File: src/hdl/msac_pkg.sv
// Overview of operation
// - Result upper eight bits high, two low bits 7:6
// - Lower byte bits 5:0 always read zero
// - Inputs 0/4 to A, 1/5 B, 2/6 C, 3/7 D
// - Reset clears all four result registers
// - Results always readable; lower byte via latch
// - Upper-byte read copies lower byte into latch
// - End flag set after single or full scan
// - Flag cleared by zero write after read-one
// - DMA register access also clears end flag
// - Interrupt request is flag gated by enable bit
// - Start bit starts, reads one, single auto-clears
// - Scan repeats until start written zero; halts
// - Scan begins group first channel, wraps, restarts
// - Mode bit zero single, one scan
// - First conversion 266 or 134 states minimum
// - Later conversions at least 256 or 128 states
// - Single mode channel bits pick input 0-7
// - Scan: bit 2 group, low bits+1 count
// - Trigger enable lets timer pulse set start
// - Triggered start behaves like software start
// - Trigger register bits 6:0 read one
// - Reset loads control/status with zero
// - Reset loads trigger register with 7f
package msac_pkg;

    localparam logic [31:0] ADDR_RES_A_UPPER = 32'hffff8420;
    localparam logic [31:0] ADDR_RES_A_LOWER = 32'hffff8421;
    localparam logic [31:0] ADDR_RES_B_UPPER = 32'hffff8422;
    localparam logic [31:0] ADDR_RES_B_LOWER = 32'hffff8423;
    localparam logic [31:0] ADDR_RES_C_UPPER = 32'hffff8424;
    localparam logic [31:0] ADDR_RES_C_LOWER = 32'hffff8425;
    localparam logic [31:0] ADDR_RES_D_UPPER = 32'hffff8426;
    localparam logic [31:0] ADDR_RES_D_LOWER = 32'hffff8427;
    localparam logic [31:0] ADDR_CSR = 32'hffff8428;
    localparam logic [31:0] ADDR_TRG = 32'hffff8429;

    localparam int RESULT_W = 10;
    localparam int RES_UPPER_LSB = 2;
    localparam int RES_IDX_LSB = 1;
    localparam int RES_IDX_MSB = 2;
    localparam int RES_LOW_SEL_BIT = 0;
    localparam logic [5:0] LOW_PAD = 6'h00;
    localparam logic [RESULT_W-1:0] RESULT_RESET = 10'h000;

    localparam logic [7:0] CSR_RESET = 8'h00;
    localparam logic [7:0] TRG_RESET = 8'h7f;
    localparam logic [6:0] TRG_RSVD_ONES = 7'h7f;

    // Conversion lengths in states; one state is one system clock
    localparam logic [8:0] FIRST_LEN_SLOW = 9'h10a;
    localparam logic [8:0] FIRST_LEN_FAST = 9'h086;
    localparam logic [8:0] NEXT_LEN_SLOW = 9'h100;
    localparam logic [8:0] NEXT_LEN_FAST = 9'h080;

    typedef struct packed {
        logic rd;
        logic wr;
        logic dma;
        logic [31:0] addr;
        logic [7:0] wdata;
    } msac_bus_req_t;

    typedef struct packed {
        logic start;
        logic [2:0] chan;
    } msac_core_req_t;

    typedef struct packed {
        logic done;
        logic [RESULT_W-1:0] result;
    } msac_core_rsp_t;

    typedef struct packed {
        logic flag;
        logic ie;
        logic start;
        logic scan;
        logic clock_select;
        logic [2:0] ch;
    } msac_csr_t;

    typedef enum logic [0:0] {
        ST_IDLE = 1'b0,
        ST_CONV = 1'b1
    } msac_state_t;

    typedef enum logic [2:0] {
        RK_NONE = 3'b000,
        RK_UPPER = 3'b001,
        RK_LOWER = 3'b010,
        RK_CSR = 3'b011,
        RK_TRG = 3'b100,
        RK_UNMAP = 3'b101
    } msac_rkind_t;

endpackage

File: src/hdl/msac_result_mem.sv
`timescale 1ns/10ps
`default_nettype none
module msac_result_mem
#(
    parameter int W = 10,
    parameter int N = 4,
    parameter int AW = 2
)
(
    input wire logic i_clk_sys,
    input wire logic i_rst,
    input wire logic i_we,
    input wire logic [AW-1:0] i_waddr,
    input wire logic [W-1:0] i_wdata,
    input wire logic [AW-1:0] i_raddr,
    output logic [W-1:0] o_rdata
);
    import msac_pkg::*;

    typedef struct packed {
        logic [N-1:0][W-1:0] mem;
        logic [W-1:0] q;
    } msac_mem_state_t;

    msac_mem_state_t s_r;
    msac_mem_state_t s_nxt;
    logic [N-1:0][W-1:0] entry_nxt;

    // Per-entry write
    for (genvar g = 0; g < N; g++)
    begin : g_entry
        assign entry_nxt[g] = (i_we && (i_waddr == AW'(g))) ? i_wdata : s_r.mem[g];
    end

    always_comb
    begin
        s_nxt = s_r;
        s_nxt.mem = entry_nxt;
        s_nxt.q = s_r.mem[i_raddr];
    end

    always_ff @(posedge i_clk_sys)
    begin
        if (i_rst)
        begin
            s_r <= '0;
        end
        else
        begin
            s_r <= s_nxt;
        end
    end

    assign o_rdata = s_r.q;

endmodule
`default_nettype wire

File: src/hdl/msac_top.sv
`timescale 1ns/10ps
`default_nettype none
module msac_top
(
    input wire logic i_clk_sys,
    input wire logic i_rst,
    input wire msac_pkg::msac_bus_req_t i_bus,
    output logic [7:0] o_rdata,
    output logic o_rvalid,
    input wire logic i_trig,
    output msac_pkg::msac_core_req_t o_core,
    input wire msac_pkg::msac_core_rsp_t i_core,
    output logic o_conv_end_irq
);
    import msac_pkg::*;

    typedef struct packed {
        msac_state_t st;
        msac_csr_t csr;
        logic trigger_enable;
        logic flag_read;
        logic [8:0] cnt;
        logic first;
        logic [1:0] idx;
        logic done_seen;
        logic [RESULT_W-1:0] res;
        logic [7:0] temp;
        msac_rkind_t p_kind;
        msac_rkind_t r_kind;
        logic [7:0] rdata;
        logic core_start;
        logic [2:0] core_chan;
        logic [11:0] chk_cnt;
        logic [8:0] chk_len;
    } msac_top_state_t;

    localparam msac_top_state_t TOP_RESET = '0;

    msac_top_state_t s_r;
    msac_top_state_t s_nxt;
    msac_rkind_t rkind0;
    logic [31:0] res_off;
    logic [1:0] mem_raddr;
    logic [RESULT_W-1:0] mem_q;
    logic mem_we;
    logic [1:0] mem_waddr;
    logic [RESULT_W-1:0] mem_wdata;
    logic csr_wr;
    logic trg_wr;
    logic dma_acc;
    logic conv_end;
    logic flag_set;
    logic [8:0] len_sel;
    msac_csr_t wcsr;

    assign res_off = i_bus.addr - ADDR_RES_A_UPPER;
    assign mem_raddr = res_off[RES_IDX_MSB:RES_IDX_LSB];
    assign csr_wr = i_bus.wr && (i_bus.addr == ADDR_CSR);
    assign trg_wr = i_bus.wr && (i_bus.addr == ADDR_TRG);
    assign dma_acc = (i_bus.rd || i_bus.wr) && i_bus.dma;
    assign wcsr = msac_csr_t'(i_bus.wdata);

    // Address decode
    always_comb
    begin
        if (!i_bus.rd)
        begin
            rkind0 = RK_NONE;
        end
        else if (i_bus.addr == ADDR_CSR)
        begin
            rkind0 = RK_CSR;
        end
        else if (i_bus.addr == ADDR_TRG)
        begin
            rkind0 = RK_TRG;
        end
        else if ((i_bus.addr >= ADDR_RES_A_UPPER) && (i_bus.addr <= ADDR_RES_D_LOWER))
        begin
            rkind0 = res_off[RES_LOW_SEL_BIT] ? RK_LOWER : RK_UPPER;
        end
        else
        begin
            rkind0 = RK_UNMAP;
        end
    end

    // conversion ends on count expiry and core done
    assign conv_end = (s_r.st == ST_CONV) && (s_r.cnt == '0)
        && (s_r.done_seen || i_core.done) && s_r.csr.start;
    // flag after single or last scanned channel
    assign flag_set = conv_end && (!s_r.csr.scan || (s_r.idx == s_r.csr.ch[1:0]));

    // result written in every conversion end cycle
    assign mem_we = conv_end;
    assign mem_waddr = s_r.core_chan[1:0];
    assign mem_wdata = i_core.done ? i_core.result : s_r.res;

    always_comb
    begin
        s_nxt = s_r;
        s_nxt.core_start = 1'b0;
        s_nxt.chk_cnt = s_r.chk_cnt + 12'h001;
        if (i_core.done)
        begin
            s_nxt.res = i_core.result;
        end
        // Read pipeline stage 0
        s_nxt.p_kind = rkind0;
        if ((rkind0 == RK_CSR) && s_r.csr.flag)
        begin
            s_nxt.flag_read = 1'b1;
        end
        // Read pipeline stage 1
        s_nxt.r_kind = s_r.p_kind;
        case (s_r.p_kind)
            RK_UPPER:
            begin
                s_nxt.rdata = mem_q[RESULT_W-1:RES_UPPER_LSB];
                s_nxt.temp = {mem_q[RES_UPPER_LSB-1:0], LOW_PAD};
            end
            RK_LOWER:
            begin
                // low bits from latch, padded zero
                s_nxt.rdata = s_r.temp;
            end
            RK_CSR:
            begin
                s_nxt.rdata = s_r.csr;
            end
            RK_TRG:
            begin
                s_nxt.rdata = {s_r.trigger_enable, TRG_RSVD_ONES};
            end
            RK_UNMAP:
            begin
                s_nxt.rdata = '0;
            end
            default:
            begin
                s_nxt.rdata = s_r.rdata;
            end
        endcase
        // Register writes
        if (csr_wr)
        begin
            s_nxt.csr.ie = wcsr.ie;
            s_nxt.csr.scan = wcsr.scan;
            s_nxt.csr.clock_select = wcsr.clock_select;
            s_nxt.csr.ch = wcsr.ch;
            s_nxt.csr.start = wcsr.start;
            if (!wcsr.flag && s_r.flag_read)
            begin
                s_nxt.csr.flag = 1'b0;
            end
            s_nxt.flag_read = 1'b0;
        end
        if (trg_wr)
        begin
            s_nxt.trigger_enable = i_bus.wdata[7];
        end
        if (dma_acc)
        begin
            s_nxt.csr.flag = 1'b0;
        end
        if (i_trig && s_r.trigger_enable)
        begin
            s_nxt.csr.start = 1'b1;
        end
        // Conversion sequencing
        if (!s_nxt.csr.start)
        begin
            s_nxt.st = ST_IDLE;
        end
        else if (!s_r.csr.start)
        begin
            s_nxt.st = ST_CONV;
            s_nxt.first = 1'b1;
            s_nxt.idx = '0;
        end
        else if (conv_end)
        begin
            if (!s_r.csr.scan)
            begin
                s_nxt.csr.start = 1'b0;
                s_nxt.st = ST_IDLE;
            end
            else
            begin
                s_nxt.first = 1'b0;
                s_nxt.idx = (s_r.idx == s_r.csr.ch[1:0]) ? 2'h0 : s_r.idx + 2'h1;
            end
        end
        else if ((s_r.st == ST_CONV) && (s_r.cnt != '0))
        begin
            s_nxt.cnt = s_r.cnt - 9'h001;
        end
        if ((s_r.st == ST_CONV) && i_core.done)
        begin
            s_nxt.done_seen = 1'b1;
        end
        // length by clock select and first flag
        if (s_nxt.first)
        begin
            len_sel = s_nxt.csr.clock_select ? FIRST_LEN_FAST : FIRST_LEN_SLOW;
        end
        else
        begin
            len_sel = s_nxt.csr.clock_select ? NEXT_LEN_FAST : NEXT_LEN_SLOW;
        end
        // launch a conversion on the core
        if ((s_nxt.st == ST_CONV) && ((s_r.st != ST_CONV) || conv_end))
        begin
            s_nxt.cnt = len_sel - 9'h001;
            s_nxt.chk_len = len_sel - 9'h001;
            s_nxt.chk_cnt = '0;
            s_nxt.done_seen = 1'b0;
            s_nxt.core_start = 1'b1;
            s_nxt.core_chan = s_nxt.csr.scan ? {s_nxt.csr.ch[2], s_nxt.idx} : s_nxt.csr.ch;
        end
        if (flag_set)
        begin
            s_nxt.csr.flag = 1'b1;
        end
    end

    always_ff @(posedge i_clk_sys)
    begin
        if (i_rst)
        begin
            s_r <= TOP_RESET;
        end
        else
        begin
            s_r <= s_nxt;
        end
    end

    msac_result_mem
    #(
        .W(RESULT_W),
        .N(4),
        .AW(2)
    )
    u_mem
    (
        .i_clk_sys(i_clk_sys),
        .i_rst(i_rst),
        .i_we(mem_we),
        .i_waddr(mem_waddr),
        .i_wdata(mem_wdata),
        .i_raddr(mem_raddr),
        .o_rdata(mem_q)
    );

    assign o_rdata = s_r.rdata;
    assign o_rvalid = (s_r.r_kind != RK_NONE);
    assign o_core.start = s_r.core_start;
    assign o_core.chan = s_r.core_chan;
    assign o_conv_end_irq = s_r.csr.flag && s_r.csr.ie;
endmodule
`default_nettype wire

File: config.mk
export PLATFORM = sky130hd
export DESIGN_NAME = msac_top
export DESIGN_NICKNAME = d
export VERILOG_FILES = /design/src/hdl/msac_pkg.sv /design/src/hdl/msac_result_mem.sv /design/src/hdl/msac_top.sv
export SDC_FILE = /design/constraint.sdc
export NUM_CORES = 1
export LEC_CHECK = 0
export BUFFER_PORTS_ARGS = -buffer_cell sky130_fd_sc_hd__clkbuf_2
export CAP_MARGIN = 20
export CORE_UTILIZATION = 35
export CTS_BUF_LIST = sky130_fd_sc_hd__clkbuf_16
export CTS_CLUSTER_SIZE = 16
export DETAILED_ROUTE_END_ITERATION = 10
export PLACE_DENSITY_LB_ADDON = 0.15
export SLEW_MARGIN = 40
export SYNTH_ARGS = -nofsm -noshare
export SYNTH_HDL_FRONTEND = slang
export SYNTH_SLANG_ARGS = --single-unit
File: constraint.sdc
create_clock -name i_clk_sys -period 4.04 [get_ports i_clk_sys]
set_input_delay 0.808 -clock i_clk_sys [delete_from_list [all_inputs] [get_ports i_clk_sys]]
set_output_delay 0.808 -clock i_clk_sys [all_outputs]
set_load 0.01 [all_outputs]
# ---- Yosys cells after proc, flatten, opt, wreduce, memory -nomap -nowiden
# Index checks and enable logic that the tools add are counted.
dict set report op_classes {
  n_addsub 5
  order_cmp 3
  eq_ne 13
  mux 35
  n_bitwise 2
  reduce_logical 40
}
# op n
set op_table {}
lappend op_table {{== test 32 bit (second input constant)} 2}
lappend op_table {{two-way mux 9 bit} 7}
lappend op_table {{one-hot mux 8 bit (5 select lines)} 1}
lappend op_table {{>= comparator 32 bit (second input constant)} 1}
lappend op_table {{less-or-equal comparator 32 bit (second input constant)} 1}
lappend op_table {{two-way mux 25 bit} 1}
lappend op_table {{two-way mux 3 bit} 7}
lappend op_table {{binary-select mux 10 bit (select 2 bit)} 1}
lappend op_table {{two-way mux 10 bit} 2}
lappend op_table {{logical AND 1 bit} 19}
lappend op_table {{subtractor 9 x 1 -> 9 bit (second input constant)} 2}
lappend op_table {{adder 12 x 1 -> 12 bit (second input constant)} 1}
lappend op_table {{two-way mux 12 bit} 1}
lappend op_table {{two-way mux 1 bit} 11}
lappend op_table {{== test 3 x 2 -> 1 bit (second input constant)} 3}
lappend op_table {{zero test 9 bit} 1}
lappend op_table {{nonzero test 3 bit} 3}
lappend op_table {{nonzero test 9 bit} 1}
lappend op_table {{two-way mux 8 bit} 1}
lappend op_table {{== test 3 bit (second input constant)} 2}
lappend op_table {{two-way mux 2 bit} 3}
lappend op_table {{nonzero test 2 bit} 3}
lappend op_table {{OR reduction 2 bit} 3}
lappend op_table {{nonzero test 5 bit} 1}
lappend op_table {{14 further kinds} 20}
dict set report totals {
  ff_bits 125
  out_inout_bits 14
  wordCells 125
}

# ---- Depth between registers and ports, before layout
dict set report depth {
  ltp_word 10
  ltp_mapped 12
}

# ---- Hierarchy
# From an unflattened synthesis, not the netlist that was laid out.
dict set report hier_totals {
  hier_cells 560
  area_unflattened_um2 5206.2
}
# module n_inst cells_each area_each_um2 seq_area_each_um2
set by_module_without_submodules {}
lappend by_module_without_submodules {msac_top 1 361 3045.4 1081.0}
lappend by_module_without_submodules {msac_result_mem 1 199 2160.8 1001.0}

# ---- Worst setup path before layout
# No wires, ideal clock.
dict set report synth_timing {
  kind {input to register}
  from {input i_bus[9] (netlist name)}
  to {register s_r[66] (netlist name)}
  setup_time_ns 0.060
  arrival_ns 2.925
  slack_ns 1.055
  cell_stages 11
  path_cell_list {buf_6 nor4b_4 and2_4 nand3_1 mux2i_1 inv_1 ha_1 nor2_1 nand2_1 a2111o_1 nand2_1}
}
dict set report synth_via {
  elab_chain_cells 8
  word_cells_on_any_way 16
  classes_between {1 x add/sub; 2 x eq/ne; 7 x mux; 6 x reduce/logical}
}
# item line
set synth_rtl {}
lappend synth_rtl {{start, declared} msac_top.sv:7} ;# input wire msac_pkg::msac_bus_req_t i_bus,
lappend synth_rtl {{== test 32 bit (*)} msac_top.sv:58} ;# assign csr_wr = i_bus.wr && (i_bus.addr == ADDR_CSR);
lappend synth_rtl {{logical AND 1 bit (*)} msac_top.sv:58}
lappend synth_rtl {{two-way mux 8 bit (*)} msac_top.sv:145} ;# if (csr_wr)
lappend synth_rtl {{two-way mux 1 bit} msac_top.sv:166} ;# if (i_trig && s_r.trigger_enable)
lappend synth_rtl {{two-way mux 12 bit or two-way mux 1 bit (tied branches)} msac_top.sv:171} ;# if (!s_nxt.csr.start)
lappend synth_rtl {{two-way mux 9 bit or logical AND 1 bit (tied branches)} {msac_top.sv:203, msac_top.sv:212}}
lappend synth_rtl {{subtractor 9 x 1 -> 9 bit (tied with other cells)} msac_top.sv:214} ;# s_nxt.cnt = len_sel - 9'h001;
lappend synth_rtl {{two-way mux 9 bit or AND reduction 4 bit (tied branches)} --}
lappend synth_rtl {{end signal, assigned} msac_top.sv:235} ;# s_r <= s_nxt;
lappend synth_rtl {{end, declared} msac_top.sv:39} ;# msac_top_state_t s_r;
# Mark *: on every way between the ends. The rest lies on a longest branch, timed or not. The select of a mux whose other input is x is not followed.
# A chain may end at the register's enable or synchronous reset.

# ---- Final worst setup path
dict set report layout_timing {
  from {register s_r[62] (netlist name)}
  to {register s_r[66] (netlist name)}
}
dict set report layout_via {
  elab_chain_cells 10
  word_cells_on_any_way 26
  classes_between {2 x add/sub; 1 x eq/ne; 11 x mux; 12 x reduce/logical}
}
# item line
set layout_rtl {}
lappend layout_rtl {{zero test 9 bit} msac_top.sv:89} ;# assign conv_end = (s_r.st == ST_CONV) && (s_r.cnt == '0)
lappend layout_rtl {{logical AND 1 bit} msac_top.sv:89}
lappend layout_rtl {{logical AND 1 bit (2 in series)} msac_top.sv:90} ;# && (s_r.done_seen || i_core.done) && s_r.csr.start;
lappend layout_rtl {{two-way mux 3 bit} msac_top.sv:181} ;# else if (conv_end)
lappend layout_rtl {{two-way mux 3 bit} msac_top.sv:175} ;# else if (!s_r.csr.start)
lappend layout_rtl {{two-way mux 12 bit} msac_top.sv:171}
lappend layout_rtl {{two-way mux 9 bit} msac_top.sv:203} ;# if (s_nxt.first)
lappend layout_rtl {{net len_sel[1]} msac_top.sv:53} ;# logic [8:0] len_sel;
lappend layout_rtl {{subtractor 9 x 1 -> 9 bit} msac_top.sv:214}
lappend layout_rtl {{two-way mux 9 bit} msac_top.sv:212} ;# if ((s_nxt.st == ST_CONV) && ((s_r.st != ST_CONV) || conv_end))
# The timed path passes the listed nets, and every way through them passes these cells. The select of a mux whose other input is x is not followed.

==> results.json <==
{
  "setup_violations": 0,
  "hold_class": "reg2reg",
  "fmax_mhz": 310,
  "ys.flop_type": "dfxtp_1",
  "crit_fanout": 5,
  "fin_hold_ws_ps": 455,
  "placed_area_um2": 5190,
  "power.leakage_uw": 0.00210,
  "diodes": 0,
  "cp_top_family": "simple AND/OR/NAND/NOR gates",
  "finClkSkew_ps": 9.69,
  "hold_buffers": 0,
  "cts_buffer_depth": 2,
  "rows": 42,
  "crit_arrival_ps": 3510,
  "min_path_cells": 2,
  "syn_nets": 574,
  "clk_pin_slew_ps": 70,
  "path_cells": "inv_1, ha_1, or4b_4, nor4_2, nand3_1, a221oi_2, inv_1, ha_1, nor2_1, nand2_1, a2111o_1, nand2_1",
  "layout-drive-gt1-share_pct": 23.1,
  "post_cts_buffers": 0,
  "post-place-ws_ps": 639,
  "required_ps": 4320,
  "wire_per_inst_um": 16.1,
  "cts_tree": "built",
  "syn-cell-area_um2": 4780,
  "yosysSeqAreaShare_pct": 43.5,
  "drc": 0,
  "setup_tns_ps": 0,
  "ys_warn_count": 0,
  "synth_edf_count": 0,
  "r2r-start": "s_r[62]$_SDFFE_PP0P_",
  "r2r-end": "s_r[66]$_SDFFE_PP0P_",
  "syn_inst": 511,
  "drt-initial-drc-count": 232,
  "rrSetupSlack_ps": 810,
  "fin_crit_sh_pct": 79.8,
  "htreeDepth": 3,
  "ant_nets": 0,
  "period_minus_slack_ps": 3230,
  "viasPerCell": 5.30,
  "areaGrowthSynthToFinish_pct": 14.7,
  "nNetsFinal": 620,
  "power_density_nw_per_um2": 369,
  "clkSinkCount": 104,
  "synth_compound_area_share_pct": 20.3,
  "whs_endpoint": "u_mem.s_r[34]$_SDFFE_PP0P_",
  "max_slew_margin_pct": 51.2,
  "grt_max_degree": 81,
  "netlist-cell-type-count": 71,
  "ios": 71,
  "grt_setup_unrepaired": "false",
  "tightest_slew_ps": 730,
  "cpMaxStageDelayCell": "or4b_4",
  "first_pass_iters": 4,
  "synth_top_cell_by_area": "dfxtp_1",
  "die_h_um": 119,
  "async_flop_share_pct": 0,
  "yosysTopAreaCellShare_pct": 43.5,
  "cts_resized": 0,
  "grt_overflow_total": 0,
  "power.total_uw": 2030,
  "core_um2": 13300,
  "yosys_register_bits": 104,
  "hold_start": "u_mem.s_r[34]$_SDFFE_PP0P_",
  "worstSetupPathType": "reg2reg",
  "vias": 3909,
  "finalWirelength_mm": 11.9,
  "slew_viol_final": 0,
  "dieArea_um2": 14100,
  "synth-xor-area-share_pct": 0.549,
  "place_congestion": 0.866,
  "crit_buf_inv": 2,
  "status": "completed",
  "grt_pass1_vias": 3779,
  "postLayoutSetupSlackWorst_ps": 814,
  "crit_start": "s_r[62]$_SDFFE_PP0P_",
  "hold_viol": 0,
  "maxCapViolCount": 0,
  "reg2reg_depth": 12,
  "initial_utilization_pct": 36.0,
  "cts_root_buffer": "clkbuf_16",
  "grt_pass1_wl_mm": 19.7,
  "startpoint_type": "flop",
  "clk_latency_ps": 340,
  "ir_drop_mv": 0.180,
  "avgSynthCellArea_um2": 9.36,
  "yosys.area_share.simple_pct": 19.2,
  "fin_area_um2": 5490,
  "io_buffers": 70,
  "slowest_delay_ps": 500,
  "numCtsBuffers": 9,
  "synthAdderAreaFrac_pct": 1.57,
  "synthMuxAreaShare_pct": 9.13,
  "dp_hpwl_mm": 8.28,
  "ys_top_cells_by_area": "dfxtp_1 44%, a211oi_1 7.4%, nor2_1 4.9%, mux4_2 4.7%, mux2i_1 4.2%",
  "die_w_um": 119,
  "track_usage_pct": 17.8,
  "end_kind": "flop",
  "synth_top_family_by_area": "compound AO/OA/AOI/OAI gates",
  "antenna_found_initial": 0
}
-- layout make-up --
type | count | area [um^2]
flip-flops and latches | 104 | 2080
well taps | 176 | 220
repair buffers | 77 | 407
clock buffers | 9 | 225
inverters | 14 | 52.6
multi-input cells | 351 | 2440
clock inverters | 7 | 62.6
fillers | 1367 | 7810
-- stage by stage --
stage | cells | util (%)
floorplan | 511 | -
global route | 738 | 41.3
finish | 738 | 41.3
CTS | 738 | 41.2
detailed placement | 722 | 39.1
global placement | 722 | 39.0
-- registers in the layout, indices dropped and copies added, names as in the netlist --
signal and flops:
o_rdata 8, s_nxt 3, s_r 39, u_mem.s_r 40
o_core 4, u_mem.o_rdata 10
-- report_power, final --
group | leakage, uW | internal [uW] | switching [uW]
combinational | 0.00111 | 49.8 | 74.9
clock | 0.000142 | 476 | 379
sequential | 0.000842 | 1040 | 7.15
-- cell usage after synthesis, types with 3 or more instances --
master / count
dfxtp_1: 104
nor2_1: 62
a211oi_1: 47
a21oi_1: 32
nand2_1: 26
clkbuf_1: 23
mux2i_1: 20
o21ai_0: 18
and2_1: 15
buf_4: 12
inv_1: 12
or2_2: 12
nor3_1: 11
mux4_2: 10
nand3_1: 10
a31oi_1: 9
ha_1: 6
nand4_1: 5
nor4_1: 5
buf_2: 4
o31ai_1: 3
or3_1: 3
-- worst reg2reg max path, cell delays in order (launching register included) --
cell,delay [ps]
dfxtp_1,360
inv_1,100
ha_1,150
or4b_4,500
nor4_2,310
nand3_1,170
a221oi_2,460
inv_1,170
ha_1,240
nor2_1,190
nand2_1,90
a2111o_1,390
nand2_1,60
-- metal layers --
layer / vias up / share of wire (%) / track usage [%]
li1: 1958 / - / -
met1: 1832 / 49 / 25.1
met2: 108 / 44 / 26.9
met3: 11 / 5.4 / 3.16
met4: 0 / 1.2 / 6.88
met5: - / 0 / 0
-- cell usage in the layout, fill, tap and decap left out, types with 2 or more instances in the layout --
cell       count
a211oi_1      47
a21oi_1       32
a22oi_1        2
a31oi_1        9
a32o_1         2
a41oi_1        2
and2_1        15
buf_4          6
clkbuf_16      9
clkbuf_2      70
clkinv_1       3
dfxtp_1      104
ha_1           6
inv_1         13
mux2i_1       20
mux4_2        10
nand2_1       26
nand3_1       10
nand3b_1       2
nand4_1        5
nor2_1        62
nor3_1        11
nor3_2         2
nor4_1         5
o21ai_0       18
o21ai_1        2
o21bai_1       2
o31ai_1        2
o31ai_2        2
or2_2         12
or3_1          3
or4_1          2
xor2_1         2
-- worst max path at each step --
stage,depth (start not counted),slack [ps],endpoint
4_1_cts,12,820,s_r[66]$_SDFFE_PP0P_
2_1_floorplan,11,1050,s_r[66]$_SDFFE_PP0P_
5_1_grt,12,550,s_r[66]$_SDFFE_PP0P_
3_3_place_gp,11,720,s_r[66]$_SDFFE_PP0P_
3_5_place_dp,11,640,s_r[66]$_SDFFE_PP0P_
6_report,12,810,s_r[66]$_SDFFE_PP0P_
-- cell families (layout without fill, tap and decap cells) --
| kind of cell | count (synthesis) | count (layout) |
|---|---|---|
| and+or+nand+nor | 173 | 173 |
| AOI/OAI and AO/OA | 138 | 138 |
| DFF | 104 | 104 |
| buffers and inverters | 56 | 107 |
| muxes | 31 | 31 |
| adders and majority gates | 6 | 6 |
| xor gates and xnor gates | 3 | 3 |
No activity file was read; power rests on OpenSTA's default activity.
